## src/rfsbp_cfg.svh

```systemverilog
// Bit positions and sizes of the packed receive status bus.
// Assumes a 32-bit bus made of two 16-bit halves with one layout each.
`ifndef RFSBP_CFG_SVH
`define RFSBP_CFG_SVH

`define RFSBP_BUS_W      32
`define RFSBP_HALF_W     16
`define RFSBP_UPPER_LSB  16
`define RFSBP_SYM_W      10
`define RFSBP_BYTE_MSB   7
`define RFSBP_SYM_MSB    9
`define RFSBP_CTRL_BIT   8
`define RFSBP_CVIOL_BIT  9
`define RFSBP_SYNC_BIT   10
`define RFSBP_DERR_BIT   11
`define RFSBP_PDET_BIT   12
`define RFSBP_RMDEL_BIT  13
`define RFSBP_RMINS_BIT  14
`define RFSBP_PSTAT_LSB  13
`define RFSBP_PSTAT_MSB  14
`define RFSBP_RDISP_BIT  15
`define RFSBP_FIFO_DEPTH 8

`endif

```

## src/rfsbp_pkg.sv

```systemverilog
// Types shared by the receive status bus packer.
// Assumes the decoder side hands over one lane record per received character.
package rfsbp_pkg;

   typedef enum logic [2:0] {
      RFSBP_W8  = 3'h1,
      RFSBP_W10 = 3'h2,
      RFSBP_W16 = 3'h4
   } rfsbp_width_type;

   typedef struct packed {
      logic [9:0] sym;
      logic       ctrl;
      logic       cviol;
      logic       sync;
      logic       derr;
      logic       pdet;
      logic       rmdel;
      logic       rmins;
      logic [1:0] pstat;
      logic       rdisp;
   } rfsbp_lane_type;

   typedef struct packed {
      rfsbp_width_type width;
      logic            enc_8b10b;
      logic            pipe;
   } rfsbp_mode_type;

endpackage

```

## src/rfsbp_top.sv

```systemverilog
// Receive status bus packer: places lane data and status on a 32-bit word.
// Assumes lane records and mode are synchronous to sys_clk.
//
// Function
// - 8-bit 8B/10B: decoded byte on bits 7:0.
// - 8-bit 8B/10B: control-character flag on bit 8.
// - 8-bit 8B/10B: code-group violation on bit 9.
// - 8-bit widths: disparity error on bit 11.
// - 8-bit widths: alignment pattern detected on bit 12.
// - Non-PIPE modes: rate-match deletion flag on bit 13.
// - Non-PIPE modes: rate-match insertion flag on bit 14.
// - PIPE mode: bits 14:13 carry the two-bit protocol receive status.
// - 8-bit and 10-bit widths: running disparity on bit 15.
// - 10-bit width: undecoded ten-bit code group on bits 9:0.
// - 10-bit width: sync status on bit 10, disparity error bit 11.
// - 16-bit width: lower byte on 7:0, upper byte on 23:16.
// - 16-bit 8B/10B: control flags on bits 8 and 24.
// - 16-bit 8B/10B: code-violation flags on bits 9 and 25.
// - 16-bit width: sync-status flags on bits 10 and 26.
// - 16-bit width: disparity-error flags on bits 11 and 27.
`timescale 1ns/100ps
`include "rfsbp_cfg.svh"
module rfsbp_top
   import rfsbp_pkg::*;
#(
   parameter int FIFO_DEPTH = `RFSBP_FIFO_DEPTH
) (
   input  wire logic                    sys_clk,
   input  wire logic                    sys_rst,
   input  rfsbp_mode_type               mode,
   input  rfsbp_lane_type               lane_lo,
   input  rfsbp_lane_type               lane_hi,
   input  wire logic                    in_valid,
   output logic                         in_ready,
   output logic [`RFSBP_BUS_W-1:0]      rx_word,
   output logic                         rx_valid,
   input  wire logic                    rx_ready
);

   ////////////////////////////////////////////////////////////////////////////
   // Packing of one 16-bit half.

   // Control and violation flags only exist after the decoder, so raw
   // 10-bit symbols put symbol bits 9:8 in those positions and non-8B/10B byte modes hold them at zero.
   function automatic logic [`RFSBP_HALF_W-1:0] pack_half(
      input rfsbp_lane_type l,
      input logic           raw10,
      input logic           enc,
      input logic           pipe
   );
      logic [`RFSBP_HALF_W-1:0] h;
      h = '0;
      if (raw10) begin
         h[`RFSBP_SYM_MSB:0] = l.sym;
      end else begin
         h[`RFSBP_BYTE_MSB:0]   = l.sym[`RFSBP_BYTE_MSB:0];
         h[`RFSBP_CTRL_BIT]     = enc & l.ctrl;
         h[`RFSBP_CVIOL_BIT]    = enc & l.cviol;
      end
      h[`RFSBP_SYNC_BIT] = l.sync;
      h[`RFSBP_DERR_BIT] = l.derr;
      h[`RFSBP_PDET_BIT] = l.pdet;
      if (pipe) begin
         h[`RFSBP_PSTAT_MSB:`RFSBP_PSTAT_LSB] = l.pstat;
      end else begin
         h[`RFSBP_RMDEL_BIT] = l.rmdel;
         h[`RFSBP_RMINS_BIT] = l.rmins;
      end
      h[`RFSBP_RDISP_BIT] = l.rdisp;
      return h;
   endfunction

   ////////////////////////////////////////////////////////////////////////////
   // Mode decode and word assembly.

   // A width code that is not one of the three one-hot values falls back
   // to the 8-bit layout, so the upper half stays quiet.
   wire                       is_w10 = (mode.width == RFSBP_W10);
   wire                       is_w16 = (mode.width == RFSBP_W16);
   wire                       is_w8  = !is_w10 && !is_w16;
   wire [`RFSBP_HALF_W-1:0]   half_lo;
   wire [`RFSBP_HALF_W-1:0]   half_hi;
   wire [`RFSBP_BUS_W-1:0]    packed_word;
   wire [$clog2(FIFO_DEPTH):0] fifo_level;

   assign half_lo     = pack_half(lane_lo, is_w10, mode.enc_8b10b, mode.pipe);
   assign half_hi     = is_w16 ? pack_half(lane_hi, 1'b0, mode.enc_8b10b, mode.pipe)
                               : '0;
   assign packed_word = {half_hi, half_lo};

   ////////////////////////////////////////////////////////////////////////////
   // Buffer toward the core; a stalled consumer back-pressures in_ready.

   rfsbp_fifo #(.W(`RFSBP_BUS_W), .DEPTH(FIFO_DEPTH)) u_fifo (
      .sys_clk   (sys_clk),
      .sys_rst   (sys_rst),
      .in_valid  (in_valid),
      .in_ready  (in_ready),
      .in_data   (packed_word),
      .out_valid (rx_valid),
      .out_ready (rx_ready),
      .out_data  (rx_word),
      .level     (fifo_level)
   );

   ////////////////////////////////////////////////////////////////////////////
   // Checks on the packed word at the moment it enters the buffer.

   wire take = in_valid && in_ready;
endmodule

```

## src/rfsbp_mem.sv

```systemverilog
// Small dual-port word store with a registered read port.
// Assumes the caller never reads an address in the cycle it writes it.
`timescale 1ns/100ps
module rfsbp_mem #(
   parameter int W     = 32,
   parameter int DEPTH = 8,
   parameter int AW    = 3
) (
   input  wire logic          sys_clk,
   input  wire logic          sys_rst,
   input  wire logic          wr_en,
   input  wire logic [AW-1:0] wr_addr,
   input  wire logic [W-1:0]  wr_data,
   input  wire logic          rd_en,
   input  wire logic [AW-1:0] rd_addr,
   output logic      [W-1:0]  rd_data_q
);

   logic [W-1:0] store [DEPTH];

   always_ff @(posedge sys_clk) begin
      if (wr_en) begin
         store[wr_addr] <= wr_data;
      end
   end

   always_ff @(posedge sys_clk or posedge sys_rst) begin
      if (sys_rst) begin
         rd_data_q <= '0;
      end else if (rd_en) begin
         rd_data_q <= store[rd_addr];
      end
   end

endmodule

```

## src/rfsbp_fifo.sv

```systemverilog
// Word FIFO with valid and ready on both sides and a registered head.
// Assumes DEPTH is a power of two so the pointers wrap on their own.
`timescale 1ns/100ps
module rfsbp_fifo #(
   parameter int W     = 32,
   parameter int DEPTH = 8
) (
   input  wire logic                       sys_clk,
   input  wire logic                       sys_rst,
   input  wire logic                       in_valid,
   output logic                            in_ready,
   input  wire logic [W-1:0]               in_data,
   output logic                            out_valid,
   input  wire logic                       out_ready,
   output logic      [W-1:0]               out_data,
   output logic      [$clog2(DEPTH):0]     level
);

   localparam int AW = $clog2(DEPTH);
   localparam int CW = AW + 1;

   logic [AW-1:0] wr_ptr_q;
   logic [AW-1:0] rd_ptr_q;
   logic [CW-1:0] cnt_q;
   logic [CW-1:0] cnt_d;
   logic          head_q;
   logic          head_d;
   wire           push = in_valid && in_ready;
   // The head register is refilled whenever a word is stored and the head is empty or being taken.
   wire           pop  = (cnt_q != '0) && (!head_q || out_ready);

   assign in_ready  = (cnt_q != CW'(DEPTH));
   assign out_valid = head_q;
   assign level     = cnt_q;
   assign cnt_d     = cnt_q + CW'(push) - CW'(pop);
   assign head_d    = pop ? 1'b1 : (out_ready ? 1'b0 : head_q);

   rfsbp_mem #(.W(W), .DEPTH(DEPTH), .AW(AW)) u_mem (
      .sys_clk   (sys_clk),
      .sys_rst   (sys_rst),
      .wr_en     (push),
      .wr_addr   (wr_ptr_q),
      .wr_data   (in_data),
      .rd_en     (pop),
      .rd_addr   (rd_ptr_q),
      .rd_data_q (out_data)
   );

   always_ff @(posedge sys_clk or posedge sys_rst) begin
      if (sys_rst) begin
         wr_ptr_q <= '0;
         rd_ptr_q <= '0;
         cnt_q    <= '0;
         head_q   <= 1'b0;
      end else begin
         wr_ptr_q <= wr_ptr_q + AW'(push);
         rd_ptr_q <= rd_ptr_q + AW'(pop);
         cnt_q    <= cnt_d;
         head_q   <= head_d;
      end
   end

endmodule

```

## config.mk

```make
export PLATFORM = sky130hd
export DESIGN_NAME = rfsbp_top
export DESIGN_NICKNAME = d
export VERILOG_FILES = /design/src/rfsbp_pkg.sv /design/src/rfsbp_top.sv /design/src/rfsbp_mem.sv /design/src/rfsbp_fifo.sv
export VERILOG_INCLUDE_DIRS = /design/src /design/src/src
export SDC_FILE = /design/constraint.sdc
export NUM_CORES = 1
export LEC_CHECK = 0
export BUFFER_PORTS_ARGS = -buffer_cell sky130_fd_sc_hd__buf_2
export CORE_MARGIN = 5
export CORE_UTILIZATION = 51
export CTS_BUF_LIST = sky130_fd_sc_hd__clkbuf_8
export DETAILED_ROUTE_END_ITERATION = 16
export PLACE_DENSITY = 0.72
export SETUP_SLACK_MARGIN = 0.05
export SYNTH_ARGS = -nofsm -noshare
export SYNTH_HDL_FRONTEND = slang
export SYNTH_SLANG_ARGS = --single-unit
```

## constraint.sdc

```tcl
create_clock -name sys_clk -period 3.8 [get_ports sys_clk]
set_input_delay 0.38 -clock sys_clk [delete_from_list [all_inputs] [get_ports sys_clk]]
set_output_delay 0.38 -clock sys_clk [all_outputs]
set_load 0.01 [all_outputs]
```

==> key figures, run 1 <==
Floorplanning
  • Die area: approximately 26,000 sq um
  • Std-Cell Rows: 55
  • Initial Util: 0.522
  • Die height: 163 um
  • # IOs: 83
  • Die W: 163 um
  • Core Area: roughly 23,000 sq um

Logic synthesis
  • Synth warn: 0
  • Sequential area share after synthesis: 0.737
  • Post-synth net total: 731
  • FF+latch count, synth: 299
  • Syn_area_per_cell: 17.7 sq um
  • Post-synthesis cell count: 673
  • Cell area after synthesis: 11,900 sq um
  • Synth unique cells: 36

Global route
  • First-pass GRT wire length: 39,500 um
  • Initial antenna violation count: 0
  • Largest net degree at the start of global routing: 50
  • Tot GR Track Use: 0.196
  • Vias in the first global route: between 6,000 and 7,000
  • GRT overflow: 0

Clocking
  • Clock Latency Late Sink: 0.55 ns
  • Worst-path clk slew: 0.06 ns
  • Clock H-tree levels: 2
  • Clock Tree Buf Depth: 3
  • Root buffer cell: clkbuf_8
  • Hold_buf cts: 1
  • Clock Sinks: ~300
  • Post-CTS Setup Bufs: 0
  • TritonCTS Buffers: 47
  • CTS tree: yes
  • Post-CTS Resized: 0

Placement
  • Post-DP Area: 12,700 sq um
  • Port-buffer cells: 80
  • Gpl congestion: 0.733
  • Final HPWL DP: between 10,000 and 15,000 um

Setup path
  • Crit Path Class: register to register
  • Worst endpoint required time: roughly 4.2 ns
  • Largest stage delay, worst path: 0.46 ns
  • Worst EP arrival: between 2 and 3 ns
  • Worst path slowest cell: or3_1
  • Worst setup SP type: register
  • Worst Reg2Reg Path Length in Cells: 10
  • Worst Path Max Fanout: 35
  • Crit path capture type: register
  • Critical path cell sequence: inv_1 -> ha_1 -> nor3b_4 -> buf_4 -> or3_1 -> nand2_1 -> ha_1 -> inv_1 -> fa_1 -> xnor2_1
  • Cell count along the critical path: 10
  • CP Buf/Inv Count: 3
  • CP top delay family: adder cells

Drt
  • Residual DRC count: 0
  • Vias per cell: 5.63
  • Total number of vias: ~6,400
  • Drt first-iter violations: 489
  • Post-DRT Antenna Nets: 0
  • Wire length per cell: approximately 22 um
  • Routed wire length: 25,600 um
  • Pre-antenna DRT Iters: 5

STA
  • Fin Clk Skew: 0.0143 ns
  • Part of the cycle the worst path needs: 0.650
  • Setup violations, final: 0
  • Worst-margin pin slew: 0.903 ns
  • Setup TNS: 0 ns
  • Final min period: 2.47 ns
  • Final Hold Viols: 0
  • Worst slew margin: 0.396
  • Hold_ws: about 0.10 ns
  • Unrepaired setup endpoints after global routing: false
  • Fin. max-slew vios: 0
  • FMAX: slightly above 400 MHz

Power and ir drop
  • PD cells: 749 nW/um^2
  • Leakage: 5.05 nW
  • Total Power: between 10 and 15 mW
  • Maximum vdd drop: 0.323 mV

Hold path
  • WHS Path Cells: 1
  • HP Class: input port to register

Final layout
  • Diode count: 0
  • Nets: 845
  • Area Overhead vs Synth: 15.0%
  • Layout cell share with drive strength beyond 1: 0.292
  • Design Area, Final: between 10,000 and 15,000 sq um
  • Post-route core utilization: 0.600

Status
  • Status: complete, no violations

Flow run
  • Max-Cap Viols: 0
[through the flow]
stage,worst slack [ns],instances
2_1_floorplan,0.207,673
3_3_place_gp,1.42,1050
3_5_place_dp,1.32,1050
4_1_cts,1.30,1138
5_1_grt,1.20,1138
6_report,1.33,1138
[placed cells by master, fill, tap and decap left out, types with 2 or more instances in the layout]
cell / synthesis / routed
ha_1: 8 / 8
o22ai_1: 32 / 32
buf_4: 8 / 21
and3_1: 2 / 2
nor2b_1: 4 / 2
o21ai_0: 28 / 28
xnor2_1: 2 / 2
a22o_1: 32 / 32
clkbuf_8: 0 / 54
and2_1: 13 / 13
mux2_1: 34 / 34
inv_1: 8 / 24
nor2_4: 0 / 6
clkinv_1: 0 / 8
xor2_1: 3 / 3
o21ai_1: 6 / 6
o31ai_2: 26 / 26
nor3_2: 0 / 2
bufinv_16: 0 / 2
clkinv_2: 0 / 6
o31ai_1: 6 / 6
mux2_2: 32 / 32
nand2b_1: 4 / 4
edfxtp_1: 256 / 256
buf_12: 0 / 2
dfrtp_1: 43 / 42
mux2i_1: 66 / 66
buf_2: 5 / 80
nand2_1: 8 / 7
nor2b_2: 0 / 2
[worst reg2reg max path, stage by stage, from the launching register on]
cell and delay (ns):
dfrtp_1 0.33, inv_1 0.08, ha_1 0.22, nor3b_4 0.15, buf_4 0.28, or3_1 0.46
nand2_1 0.09, ha_1 0.17, inv_1 0.06, fa_1 0.40, xnor2_1 0.13
[state kept, by name (all words and copies together), names as in the netlist]
signal                  cells
u_fifo.rd_ptr_q             3
u_fifo.level                4
u_fifo.wr_ptr_q             3
u_fifo.u_mem.store        256
u_fifo.out_valid            1
u_fifo.u_mem.rd_data_q     32
[area by class of cell]
type	count	area, sq um
Fill cell	1672	9100
Multi-Input combinational cell	327	2950
Timing Repair Buffer	104	608
Tap cell	313	392
Sequential cell	299	8770
Inverter	8	30.0
Clock inverter	33	184
Clock buffer	54	743
[kinds of logic (layout without fill, tap and decap cells)]
family          after synthesis  in the layout  synth area share
xor+xnor                      5              5           0.00368
simple gates                 49             49            0.0231
flops                       299            299             0.737
buf+inv                      47            199            0.0217
compound gates              132            132            0.0869
fa+ha+maj                     9              9            0.0101
mux                         132            132             0.118
[power by group]
group	internal [mW]	total (mW)	leakage [nW]	switching [mW]
Combinational	1.28	3.05	1.65	1.78
Clock	1.43	2.60	0.543	1.17
Sequential	4.25	4.59	2.85	0.342
Total	6.96	10.2	5.05	3.29
[cells in the mapped netlist]
master / n / area [sq um]
edfxtp_1: 256 / 7690
mux2i_1: 66 / 661
dfrtp_1: 43 / 1080
mux2_1: 34 / 383
a22o_1: 32 / 280
mux2_2: 32 / 360
o22ai_1: 32 / 200
o21ai_0: 28 / 140
o31ai_2: 26 / 325
clkbuf_1: 20 / 75.1
and2_1: 13 / 81.3
buf_4: 8 / 60.1
ha_1: 8 / 100
inv_1: 8 / 30.0
nand2_1: 8 / 30.0
nor2_1: 8 / 30.0
buf_6: 6 / 67.6
o21ai_1: 6 / 30.0
o31ai_1: 6 / 45.0
buf_2: 5 / 25.0
nand2b_1: 4 / 25.0
nor2b_1: 4 / 25.0
xor2_1: 3 / 26.3
and3_1: 2 / 12.5
nor3_1: 2 / 10.0
nor3b_1: 2 / 15.0
xnor2_1: 2 / 17.5
a21o_1: 1 / 7.51
a21oi_1: 1 / 5.00
fa_1: 1 / 20.0
nand3_1: 1 / 5.00
nand3b_1: 1 / 7.51
nor3b_2: 1 / 12.5
or2_1: 1 / 6.26
or3_1: 1 / 6.26
or3b_2: 1 / 8.76
[final timing paths]
kind	from	end	slack, ns
worst max-delay path	u_fifo.level[2]	u_fifo.level[2]	1.33
worst min-delay path	lane_lo[15]	u_fifo.u_mem.store[0][5]	0.10
worst max register to register	u_fifo.level[2]	u_fifo.level[2]	1.33
worst min register to register	u_fifo.u_mem.rd_data_q[30]	u_fifo.u_mem.rd_data_q[30]	0.51
max in group asynchronous	sys_rst	u_fifo.u_mem.rd_data_q[30]	2.48
min in group asynchronous	sys_rst	u_fifo.wr_ptr_q[0]	0.51
[layer usage]
metal  vias up  track usage  wire [um]
met5         -            0          0
met4         0       0.0576        474
met3        41       0.0395       1510
met2       184        0.344      13100
met1      3291        0.249      10500
li1       2893            -          -
No activity file was read; power rests on OpenSTA's default activity.
==> run 2: changes to the inputs <==
clock period = 2 ns   (was 3.8 ns; I/O delays follow)
==> key figures, run 2 (synthesis results as in run 1) <==
Drt
  • Pre-antenna DRT Iters: 5
  • Drt first-iter violations: 423
  • Routed wire length: 28,100 um
  • Post-DRT Antenna Nets: 0
  • Wire length per cell: roughly 24 um
  • Total number of vias: between 6,000 and 7,000
  • Residual DRC count: 0
  • Vias per cell: between 5 and 6

Hold path
  • Hold path startpoint: lane_lo[1]
  • HP Class: input port to register
  • WHS Path Cells: 2
  • Hold worst-path end: u_fifo.u_mem.store[0][13]

STA
  • Unrepaired setup endpoints after global routing: true
  • Fin Clk Skew: 0.0173 ns
  • Part of the cycle the worst path needs: 1.04
  • Worst slew margin: 0.393
  • Final min period: 2.07 ns
  • Worst-margin pin slew: around 0.90 ns
  • Final Worst Setup Slack: -0.0716 ns
  • Fin. max-slew vios: 0
  • Setup violations, final: 75
  • FMAX: 483 MHz
  • Final Hold Viols: 0

Placement
  • Gpl congestion: ~0.76
  • DP Worst Slack: -0.109 ns
  • Port-buffer cells: 80
  • Final HPWL DP: approximately 16,000 um

Floorplanning
  • Die height: 163 um
  • Std-Cell Rows: 55
  • Die W: 163 um
  • # IOs: 83
  • Core Area: 22,800 sq um
  • Initial Util: 0.522
  • Die area: 26,500 sq um

Flow run
  • Max-Cap Viols: 0

Setup path
  • Worst Reg2Reg Path Length in Cells: 8
  • Crit path capture type: register
  • Worst endpoint required time: 2.25 ns
  • Worst setup SP type: register
  • Flop2flop setup slack: -0.07 ns
  • Crit Path Class: register to register
  • Beginning of the critical path: u_fifo.level[3]
  • R2r endpoint: u_fifo.u_mem.store[0][28]
  • Worst Path Max Fanout: 9
  • R2r startpoint: u_fifo.level[3]
  • Worst EP arrival: 2.32 ns

Final layout
  • Layout cell share with drive strength beyond 1: 0.325
  • Diode count: 0
  • Post-route core utilization: 0.641
  • Max reg flops: 256
  • Largest Register: u_fifo.u_mem.store
  • Area Overhead vs Synth: 22.7%
  • Nets: 898
  • Commonest non-fill, non-tap cell in the layout: edfxtp_1
  • Highest-count cells in the layout ignoring fill and taps: edfxtp_1, buf_2, mux2i_1, clkbuf_8, dfrtp_1

Power and ir drop
  • Clk pwr share: 0.221
  • Cell Int Power: 13.6 mW
  • Leakage: around 5.4 nW
  • Comb power frac: 0.349
  • Total Power: 20.2 mW
  • Psw: between 6 and 7 mW
  • PD cells: 1380 nW/um^2
  • Sw frac: 0.326
  • Sequential power share: 0.431
  • Maximum vdd drop: around 0.88 mV

Clocking
  • Clock H-tree levels: 2
  • Clock Latency Late Sink: around 0.54 ns
  • CTS tree: yes
  • Clock Tree Buf Depth: 3
  • TritonCTS Buffers: 45
  • Clock Sinks: between 200 and 300
  • Root buffer cell: clkbuf_8
  • Worst-path clk slew: 0.06 ns

Global route
  • Tot GR Track Use: 0.203
  • GRT overflow: 0
  • First-pass GRT wire length: 40,500 um
  • Vias in the first global route: 7,016
  • Largest net degree at the start of global routing: 39
  • Initial antenna violation count: 0

Status
  • Status: finished, violations left
  • Failing checks: negative setup slack
-- run 2: worst max-delay path by stage --
stage                                 to  slack (ns)  cells after the start
2_1_floorplan   u_fifo.u_mem.store[2][0]       -0.29                      5
3_3_place_gp   u_fifo.u_mem.store[6][16]       -0.06                      6
3_5_place_dp             u_fifo.level[1]       -0.11                      9
4_1_cts                  u_fifo.level[1]       -0.04                      9
5_1_grt        u_fifo.u_mem.store[0][28]       -0.14                      8
6_report       u_fifo.u_mem.store[0][28]       -0.07                      8
-- run 2: power groups by stage --
stage / sequential [mW] / combinational (mW) / clock [mW]
floorplan: 8.71 / 4.20 / 0
global placement: 8.71 / 6.15 / 0
detailed placement: 8.79 / 6.39 / 0
CTS: 8.68 / 6.67 / 4.54
global route: 8.80 / 7.47 / 4.85
finish: 8.69 / 7.04 / 4.45
-- run 2: per-stage QoR --
step                cell area (sq um)  instances  hold WS (ns)  TNS, ns
floorplan                       12000        673         0.299   -41.20
global placement                13100       1068         0.240    -1.22
detailed placement              13100       1068         0.249    -2.39
CTS                             14300       1177        0.0552  -0.0728
global route                    14600       1190        0.0854    -8.52
finish                          14600       1190        0.0940    -2.59
-- run 2: routing by layer --
layer | part of all wire | GRT usage
met1 | 0.40 | 0.264
met3 | 0.067 | 0.0380
met2 | 0.51 | 0.346
met5 | 0 | 0
met4 | 0.025 | 0.0671
-- run 2: area by class of cell --
cell class | instances | area (sq um)
flip-flops and latches | 299 | 8770
fillers | 1534 | 8180
multi-input cells | 327 | 3040
repair buffers | 159 | 1550
clock buffers | 50 | 688
well taps | 313 | 392
clock inverters | 34 | 133
inverters | 8 | 30.0
-- run 2: worst max-delay path, stage by stage, from the launching register on --
cell and delay [ns]:
dfrtp_1 0.40, buf_6 0.13, ha_4 0.15, or3b_4 0.24, nand3b_1 0.12, buf_6 0.16
nor3_4 0.25, buf_4 0.19, buf_16 0.15
-- run 2: what timing repair did --
item                                    CTS  global route
gates resized for setup                  18            22
hold buffers                             13             0
gates cloned                              3             9
setup buffers                             9             7
hold endpoints to repair                111             0
pin swaps                                 9             4
endpoints found under the setup margin  137           170
==> run 3: changes to the inputs <==
PLACE_DENSITY = 0.69   (was 0.72)
clock period = 2.32 ns   (was 2 ns; I/O delays follow)
==> key figures, run 3 (synthesis results as in run 1) <==
Status
  • Status: complete, no violations

Floorplanning
  • Die area: roughly 26,000 sq um
  • Initial Util: 0.522
  • Std-Cell Rows: 55
  • Die height: ~160 um
  • Die W: 163 um
  • Core Area: ~23,000 sq um
  • # IOs: a little over 80

Hold path
  • HP Class: input port to register

STA
  • Unrepaired setup endpoints after global routing: false
  • Worst slew margin: 0.489
  • Part of the cycle the worst path needs: 0.936
  • Setup TNS: 0 ns
  • Fin. max-slew vios: 0
  • Setup violations, final: 0
  • FMAX: 461 MHz
  • Final Hold Viols: 0
  • Worst-margin pin slew: 0.763 ns
  • Final min period: between 2 and 2.5 ns
  • Fin Clk Skew: about 0.013 ns
  • Final Worst Setup Slack: around 0.15 ns

Drt
  • Total number of vias: 6,392
  • Residual DRC count: 0
  • Drt first-iter violations: ~430
  • Pre-antenna DRT Iters: 5
  • Wire length per cell: 22.1 um
  • Vias per cell: 5.55
  • Post-DRT Antenna Nets: 0
  • Routed wire length: 25,400 um

Global route
  • GRT overflow: 0
  • Initial antenna violation count: 0
  • Tot GR Track Use: 0.195
  • Vias in the first global route: 6,887
  • Largest net degree at the start of global routing: 33
  • First-pass GRT wire length: 39,200 um

Final layout
  • Non-filler cells, final: 1,151
  • Commonest non-fill, non-tap cell in the layout: edfxtp_1
  • Max reg flops: about 260
  • Diode count: 0
  • Area Overhead vs Synth: 16.6%
  • Nets: 862
  • Highest-count cells in the layout ignoring fill and taps: edfxtp_1, buf_2, mux2i_1, clkbuf_8, dfrtp_1
  • Layout cell share with drive strength beyond 1: 0.284
  • Largest Register: u_fifo.u_mem.store

Clocking
  • TritonCTS Buffers: between 40 and 50
  • CTS tree: yes
  • Post-CTS Setup Bufs: 0
  • Clock Tree Buf Depth: 3
  • Clock Latency Late Sink: 0.54 ns
  • Clock Sinks: approximately 300
  • Clock H-tree levels: 2
  • Post-CTS Resized: 0
  • Root buffer cell: clkbuf_8
  • Hold_buf cts: 13
  • Worst-path clk slew: 0.06 ns

Placement
  • Port-buffer cells: 80
  • Placed cell count: 1,057
  • Final HPWL DP: 14,500 um
  • Gpl congestion: 0.704
  • DP Worst Slack: ~0.15 ns

Flow run
  • Max-Cap Viols: 0

Setup path
  • Crit path capture type: register
  • Crit Path Class: register to register
  • Worst endpoint required time: 2.54 ns
  • Worst Path Max Fanout: 26
  • Worst setup SP type: register
  • Worst EP arrival: 2.39 ns

Power and ir drop
  • Total Power: 16.6 mW
  • Leakage: 5.14 nW
  • Maximum vdd drop: 0.516 mV
  • PD cells: 1200 nW/um^2
==> run 3: cell types whose count changed in the layout (fill, tap and decap cells not counted), moves of 4 or more <==
| cell | change |
|---|---|
| buf_12 | -11 |
| buf_6 | -15 |
| clkbuf_16 | -7 |
| ha_1 | +4 |
==> run 3: final timing paths <==
path | end | cells past startpoint | start | slack, ns
setup reg to reg | u_fifo.u_mem.store[4][5] | 6 | u_fifo.level[2] | 0.15
max in group asynchronous | u_fifo.u_mem.rd_data_q[28] | 4 | sys_rst | 1.47
hold reg to reg | u_fifo.u_mem.rd_data_q[0] | 2 | u_fifo.u_mem.rd_data_q[0] | 0.50
setup / recovery | u_fifo.u_mem.store[4][5] | 6 | u_fifo.level[2] | 0.15
hold / removal | u_fifo.wr_ptr_q[0] | 3 | in_valid | 0.09
min in group asynchronous | u_fifo.u_mem.rd_data_q[29] | 3 | sys_rst | 0.28
==> run 3: area by class of cell <==
class,count,area (sq um)
clock buffer,49,674
timing repair buffer,123,893
fill,1709,8910
tap,313,392
inverter,8,30.0
sequential,299,8770
multi-input combinational,327,2960
clock inverter,32,153
==> run 3: critical path, stage by stage (launching register included) <==
cell,delay (ns)
dfrtp_1,0.34
inv_1,0.08
ha_1,0.20
or3b_2,0.22
nand3b_1,0.31
nor2_4,0.41
buf_12,0.28
==> run 3: layer usage <==
layer | global-route usage | wire length (um) | up-vias | part of all wire
li1 | - | - | 2920 | -
met1 | 0.246 | 10500 | 3235 | 0.41
met2 | 0.338 | 13000 | 184 | 0.51
met3 | 0.0420 | 1440 | 53 | 0.057
met4 | 0.0602 | 586 | 0 | 0.023
met5 | 0 | 0 | - | 0
==> run 3: power by group <==
group          total [mW]  internal [mW]  switching [mW]
registers            7.51           6.95           0.557
logic                5.18           2.26            2.92
clock network        3.92           2.04            1.88
==> run 3: per-stage QoR <==
stage,hold slack (ns),area [sq um],utilization
3_5_place_dp,0.295,12900,0.567
2_1_floorplan,0.331,11900,-
3_3_place_gp,0.306,12900,0.567
4_1_cts,0.0618,13900,0.609
5_1_grt,0.0934,13900,0.609
6_report,0.0919,13900,0.609
